## src/inc/cycle_timing_params.svh

```systemverilog
`ifndef CYCLE_TIMING_PARAMS_SVH
`define CYCLE_TIMING_PARAMS_SVH
`define CFG1_INDEX 4'h1
`define CYCLE_LEN_LSB 12
`define CYCLE_LEN_MSB 23
`define AVG_COUNT_LSB 0
`define AVG_COUNT_MSB 11
`define CFG1_RESET 24'h00_0000
`define CYCLES_PER_RESULT 4'h8
`define SLOW_REF_HZ 32768
`define CORE_CLK_HZ 40000000
`endif

```

## src/inc/cycle_timing_pkg.sv

```systemverilog
package cycle_timing_pkg;
  typedef enum logic [3:0] {
    st_idle = 4'b0001,
    st_discharge = 4'b0010,
    st_recharge = 4'b0100,
    st_abandon = 4'b1000
  } phase_e;
  typedef struct packed {
    logic [11:0] cycle_length_count;
    logic [11:0] average_count;
  } cfg1_s;
  typedef struct packed {
    logic [23:0] data;
    logic [3:0] index;
    logic write;
  } reg_req_s;
  typedef struct packed {
    logic result_valid;
    logic timeout;
    logic [2:0] cycle_in_result;
    logic [11:0] results_done;
    logic average_done;
    logic cycle_active;
    logic recharging;
  } meas_status_s;
endpackage : cycle_timing_pkg

```

## src/logic/ref_tick_gen.sv

```systemverilog
`timescale 1ns/10ps
`default_nettype none
`include "cycle_timing_params.svh"
// makes one reference tick enable: fast path divides by 1/2/4/8, slow path is a
// fractional accumulator yielding 32 kHz ticks from the core clock
module ref_tick_gen
  import cycle_timing_pkg::*;
(
  input wire logic core_clk,
  input wire logic reset,
  input wire logic fast_tick,
  input wire logic [1:0] fast_clock_divider,
  input wire logic slow_reference_select,
  output logic ref_tick
);
  typedef struct packed {
    logic [2:0] div_cnt;
    logic [25:0] acc;
    logic tick;
  } div_state_s;
  localparam logic [25:0] slow_step = 26'(`SLOW_REF_HZ);
  localparam logic [25:0] core_hz = 26'(`CORE_CLK_HZ);
  div_state_s cur, next_cur;
  logic [2:0] div_top;
  always_comb begin
    next_cur = cur;
    next_cur.tick = 1'b0;
    div_top = 3'((4'h1 << fast_clock_divider) - 4'h1);
    if (slow_reference_select) begin
      if (cur.acc + slow_step >= core_hz) begin
        next_cur.acc = cur.acc + slow_step - core_hz;
        next_cur.tick = 1'b1;
      end else begin
        next_cur.acc = cur.acc + slow_step;
      end
    end else if (fast_tick) begin
      // divider applied to each reference period, so cycle = count x tref x div
      if (cur.div_cnt >= div_top) begin
        next_cur.div_cnt = 3'h0;
        next_cur.tick = 1'b1;
      end else begin
        next_cur.div_cnt = cur.div_cnt + 3'h1;
      end
    end
  end
  always_ff @(posedge core_clk) begin
    if (reset) begin
      cur <= '0;
    end else begin
      cur <= next_cur;
    end
  end
  assign ref_tick = cur.tick;
endmodule : ref_tick_gen
`default_nettype wire

```

## src/logic/cycle_timing_ctrl.sv

```systemverilog
`timescale 1ns/10ps
`default_nettype none
`include "cycle_timing_params.svh"
module cycle_timing_ctrl
  import cycle_timing_pkg::*;
(
  input wire logic core_clk,
  input wire logic reset,
  input wire reg_req_s reg_req,
  input wire logic reg_strobe,
  input wire logic fast_tick,
  input wire logic [1:0] fast_clock_divider,
  input wire logic slow_reference_select,
  input wire logic start,
  input wire logic comparator_trip,
  output logic [23:0] reg_rdata,
  output meas_status_s status,
  output logic [11:0] discharge_time,
  output logic discharge_valid,
  output logic recharge_on
);
  typedef struct packed {
    cfg1_s cfg;
    phase_e phase;
    logic [11:0] period_cnt;
    logic [11:0] dis_cnt;
    logic [2:0] cyc_idx;
    logic [11:0] avg_idx;
    logic [23:0] rdata;
    meas_status_s st;
    logic [11:0] dis_out;
    logic dis_valid;
    logic recharge;
  } ctrl_state_s;
  ctrl_state_s cur, next_cur;
  logic ref_tick;
  logic cycle_end;

  ref_tick_gen u_ref (
    .core_clk(core_clk),
    .reset(reset),
    .fast_tick(fast_tick),
    .fast_clock_divider(fast_clock_divider),
    .slow_reference_select(slow_reference_select),
    .ref_tick(ref_tick)
  );

  always_comb begin
    next_cur = cur;
    next_cur.st.result_valid = 1'b0;
    next_cur.st.average_done = 1'b0;
    next_cur.dis_valid = 1'b0;
    cycle_end = ref_tick && (cur.period_cnt + 12'h1 >= cur.cfg.cycle_length_count);
    if (reg_strobe && reg_req.index == `CFG1_INDEX) begin
      if (reg_req.write) begin
        next_cur.cfg = cfg1_s'(reg_req.data);
      end
      next_cur.rdata = cur.cfg;
    end
    unique case (cur.phase)
      st_idle: begin
        if (start) begin
          next_cur.phase = st_discharge;
          next_cur.period_cnt = 12'h0;
          next_cur.dis_cnt = 12'h0;
          next_cur.cyc_idx = 3'h0;
          next_cur.avg_idx = 12'h0;
          next_cur.st.timeout = 1'b0;
          next_cur.st.cycle_active = 1'b1;
        end
      end
      st_discharge: begin
        if (ref_tick) begin
          next_cur.period_cnt = cur.period_cnt + 12'h1;
          next_cur.dis_cnt = cur.dis_cnt + 12'h1;
        end
        if (comparator_trip) begin
          next_cur.phase = st_recharge;
          next_cur.recharge = 1'b1;
          next_cur.dis_out = cur.dis_cnt;
          next_cur.dis_valid = 1'b1;
        end else if (cycle_end) begin
          // threshold never reached: drop the whole measurement
          next_cur.phase = st_abandon;
          next_cur.st.timeout = 1'b1;
        end
      end
      st_recharge: begin
        if (ref_tick) begin
          next_cur.period_cnt = cur.period_cnt + 12'h1;
        end
        if (cycle_end) begin
          next_cur.recharge = 1'b0;
          next_cur.period_cnt = 12'h0;
          next_cur.dis_cnt = 12'h0;
          next_cur.phase = st_discharge;
          next_cur.cyc_idx = cur.cyc_idx + 3'h1;
          if (cur.cyc_idx == 3'(`CYCLES_PER_RESULT - 4'h1)) begin
            next_cur.st.result_valid = 1'b1;
            next_cur.avg_idx = cur.avg_idx + 12'h1;
            if (cur.avg_idx + 12'h1 >= cur.cfg.average_count) begin
              next_cur.st.average_done = 1'b1;
              next_cur.avg_idx = 12'h0;
            end
          end
        end
      end
      st_abandon: begin
        next_cur.phase = st_idle;
        next_cur.recharge = 1'b0;
        next_cur.st.cycle_active = 1'b0;
      end
      default: begin
        next_cur.phase = st_idle;
      end
    endcase
    next_cur.st.cycle_in_result = next_cur.cyc_idx;
    next_cur.st.results_done = next_cur.avg_idx;
    next_cur.st.recharging = next_cur.recharge;
  end

  always_ff @(posedge core_clk) begin
    if (reset) begin
      cur <= '0;
      cur.cfg <= cfg1_s'(`CFG1_RESET);
      cur.phase <= st_idle;
    end else begin
      cur <= next_cur;
    end
  end

  assign reg_rdata = cur.rdata;
  assign status = cur.st;
  assign discharge_time = cur.dis_out;
  assign discharge_valid = cur.dis_valid;
  assign recharge_on = cur.recharge;
endmodule : cycle_timing_ctrl
`default_nettype wire

```

## config.mk

```make
export PLATFORM = sky130hd
export DESIGN_NAME = cycle_timing_ctrl
export DESIGN_NICKNAME = d
export VERILOG_FILES = /design/src/inc/cycle_timing_pkg.sv /design/src/logic/ref_tick_gen.sv /design/src/logic/cycle_timing_ctrl.sv
export VERILOG_INCLUDE_DIRS = /design/src /design/src/inc
export SDC_FILE = /design/constraint.sdc
export NUM_CORES = 1
export LEC_CHECK = 0
export BUFFER_PORTS_ARGS = -buffer_cell sky130_fd_sc_hd__buf_2
export CORE_ASPECT_RATIO = 0.9
export CORE_MARGIN = 2
export CORE_UTILIZATION = 35
export DETAILED_ROUTE_END_ITERATION = 12
export SETUP_SLACK_MARGIN = 0.2
export SLEW_MARGIN = 40
export SYNTH_ARGS = -nofsm -noshare
export SYNTH_HDL_FRONTEND = slang
export SYNTH_SLANG_ARGS = --single-unit
export TNS_END_PERCENT = 30
```

## constraint.sdc

```tcl
create_clock -name core_clk -period 3.55 [get_ports core_clk]
set_clock_uncertainty 0.05 [all_clocks]
set_input_delay 0 -clock core_clk [delete_from_list [all_inputs] [get_ports core_clk]]
set_output_delay 0 -clock core_clk [all_outputs]
set_load 0.02 [all_outputs]
```

==> results.sh <==
export IMPL_status="complete, no violations"
export IMPL_core_um2=20000
export IMPL_worstPathArrival_ps=3510
export IMPL_cts_buffer_depth=2
export IMPL_pin_count=96
export IMPL_tightest_slew_ps=810
export IMPL_ir_drop_mv=0.299
export IMPL_ys_warn_count=0
export IMPL_crit_family="simple AND/OR/NAND/NOR gates"
export IMPL_critPathCaptureType="flip-flop"
export IMPL_synth_area_um2=7170
export IMPL_wl_per_cell_um=13.8
export IMPL_slew_headroom_pct=46.0
export IMPL_async_flop_share_pct=0
export IMPL_syn_inst=911
export IMPL_hp_class="input port to flip-flop"
export IMPL_drc=0
export IMPL_hold_depth=4
export IMPL_start_util_pct=35.7
export IMPL_ys_seq_elements=130
export IMPL_cp_slowest_stage_delay_ps=420
export IMPL_die_x_um=155
export IMPL_netSwitchingFraction_pct=24.7
export IMPL_grt_setup_unrepaired="yes"
export IMPL_whs_endpoint="u_ref.cur[27]$_SDFFE_PP0P_"
export IMPL_crit_chain="ha_2, nand3_2, or2_4, and2_1, or2_2, ha_1, nand4_1, o21ai_2, a21o_4, a31oi_1, buf_4, or4_1, a21oi_2"
export IMPL_regToRegSetupSlack_ps=340
export IMPL_cp_slowest_cell="or4_1"
export IMPL_synth_avg_cell_area_um2=7.87
export IMPL_cts_root_buf="clkbuf_16"
export IMPL_power_net_switching_uw=887
export IMPL_worstSkewPairLatency_ps=420
export IMPL_grt_pass1_wl_um=27800
export IMPL_setup_viol_count_final=0
export IMPL_fp_row_count=49
export IMPL_grt_start_max_net_pins=77
export IMPL_nNetsFinal=1041
export IMPL_seqPwrFrac_pct=41.8
export IMPL_critPathKind="flip-flop to flip-flop"
export IMPL_place_ws_ps=162
export IMPL_final_common_cell="nand2_1"
export IMPL_clk_pin_slew_ps=60
export IMPL_setup_ws_ps=344
export IMPL_reg2reg_to="cur[79]$_SDFFE_PP0P_"
export IMPL_dr_first_iter_drc_count=328
export IMPL_dominantRegCellSynth="dfxtp_1"
export IMPL_antenna_found_initial=0
export IMPL_cp_num_buf_inv=1
export IMPL_numCtsBuffers=17
export IMPL_die_h_um=140
export IMPL_hold_viol_final=0
export IMPL_r2r_start="cur[85]$_SDFFE_PP0P_"
export IMPL_drtAntennaViolNets=0
export IMPL_fmax_mhz=312
export IMPL_cts_tree="done"
export IMPL_period_needed_ps=3210
export IMPL_maxCapViolCount=0
export IMPL_worstHoldStart="fast_tick"
export IMPL_synthToLayoutAreaGrowth_pct=17.3
export IMPL_via_count=6127
export IMPL_design_area_um2=8410
export IMPL_grt_overflow=0
export IMPL_pwr_share_clk_pct=50.6
export IMPL_place_congestion=0.850
export IMPL_combinationalPowerShare_pct=7.5
export IMPL_start_kind="flip-flop"
export IMPL_reg2reg_depth=13
export IMPL_wl_um=17100
export IMPL_cts_sinks=130
export IMPL_vias_per_cell=4.96
export IMPL_synth_edff_count=0
export IMPL_yosysSeqAreaShare_pct=36.3
export IMPL_finalCritPeriodShare_pct=90.3
export IMPL_path_max_fanout=13
export IMPL_dpl_hpwl_um=11900
export IMPL_grt_pass1_vias=5530
export IMPL_first_pass_iters=5
export IMPL_io_buffer_count=95
export IMPL_p_leak_uw=0.00342
export IMPL_powerDensity_nw_per_um2=426
export IMPL_slew_violations=0
export IMPL_synth_cell_types=67
export IMPL_synth_nets=985
export IMPL_required_ps=3860
export IMPL_drive_above_1_share_pct=18.7
export IMPL_antennaDiodeCount=0
export IMPL_track_usage_pct=15.9
export IMPL_cts_max_level=4
export IMPL_internal_power_uw=2700
export IMPL_die_area_um2=21600
export IMPL_finalSetupTns_ps=0
export IMPL_layout_common_cells="169 x nand2_1, 128 x dfxtp_1, 96 x a21oi_1"
export IMPL_postPlaceCellArea_um2=7440
## cell type report
type / instances / area [um^2]
inverters: 39 / 146
multi-input cells: 647 / 3910
flip-flops and latches: 130 / 2610
repair buffers: 132 / 821
fillers: 2015 / 11600
well taps: 255 / 319
clock inverters: 14 / 178
clock buffers: 18 / 429
## through the flow
stage          utilization [%]  cells  total power [uW]  hold slack, ps
6_report                  41.9   1235              3580            26.3
5_1_grt                   41.9   1235              3720            52.6
3_3_place_gp              37.1   1174              1770             196
2_1_floorplan                -    911              1690            28.2
3_5_place_dp              37.1   1174              1770             204
4_1_cts                   41.5   1233              3610            8.08
## what timing repair did
item / in CTS / in global routing
endpoints found under the setup margin: 10 / 29
hold endpoints to repair: 28 / 0
resized for setup: 1 / 19
gates cloned: 0 / 0
setup buffers: 1 / 2
hold buffers: 26 / 0
pin swaps: 1 / 4
## flip-flops by register name, summed over array words and instances, names as in the netlist
name and flops:
status 19, discharge_time 12, discharge_valid 1, recharge_on 1, cur 52, u_ref.ref_tick 1, u_ref.cur 20, reg_rdata 24
## worst max path at each step
| stage | depth (start not counted) | endpoint | from | slack [ps] |
|---|---|---|---|---|
| 5_1_grt | 16 | cur[75]$_SDFFE_PP0P_ | cur[89]$_SDFFE_PP0P_ | 120 |
| 6_report | 13 | cur[79]$_SDFFE_PP0P_ | cur[85]$_SDFFE_PP0P_ | 340 |
| 4_1_cts | 13 | cur[79]$_SDFFE_PP0P_ | cur[85]$_SDFFE_PP0P_ | 220 |
| 2_1_floorplan | 14 | cur[73]$_SDFFE_PP0P_ | cur[85]$_SDFFE_PP0P_ | 440 |
| 3_5_place_dp | 13 | cur[81]$_SDFFE_PP0P_ | cur[85]$_SDFFE_PP0P_ | 160 |
| 3_3_place_gp | 13 | cur[75]$_SDFFE_PP0P_ | cur[85]$_SDFFE_PP0P_ | 260 |
## layer usage
| layer | track usage, % | part of all wire [%] |
|---|---|---|
| met3 | 4.02 | 4.2 |
| met4 | 4.68 | 1.1 |
| met5 | 0 | 0 |
| met2 | 23.4 | 43 |
| met1 | 22.9 | 52 |
## power by group through the flow
stage	Clock, uW	Combinational, uW	Sequential (uW)
after global placement	0	239	1530
final	1810	271	1500
after global routing	1920	299	1500
after detailed placement	0	239	1530
after CTS	1850	263	1500
after floorplan	0	166	1520
## cell usage after synthesis (all sizes together), types with 8 or more instances
library cell  count  share of area (%)
xnor2            17                2.1
a21oi           100                7.0
a21o             15                1.6
o21ai            41                3.0
nor3              9               0.63
o31ai             8               0.84
or2              10               0.87
xor2             13                1.6
buf              70                7.0
nand3            23                1.6
a22o              8               0.98
dfxtp           130                 36
nand4             9               0.79
and2              8               0.70
and3             16                1.5
nor2             54                2.9
nand2           172                9.1
ha               36                6.3
or3              10               0.87
inv              39                2.0
nand2b           21                1.8
clkbuf           25                1.3
## worst min-delay path, cell delays in order
cell and delay (ps):
buf_2 100, nor2b_1 170, xnor2_1 140, nor2_1 40
## cells by family after synthesis
family	share of synthesized area (%)
simple gates	25.1
compound gates	18.0
buf+inv	10.3
flops	36.3
fa+ha+maj	6.28
xor+xnor	3.67
mux	0.297
(Power assumes the default switching activity.)
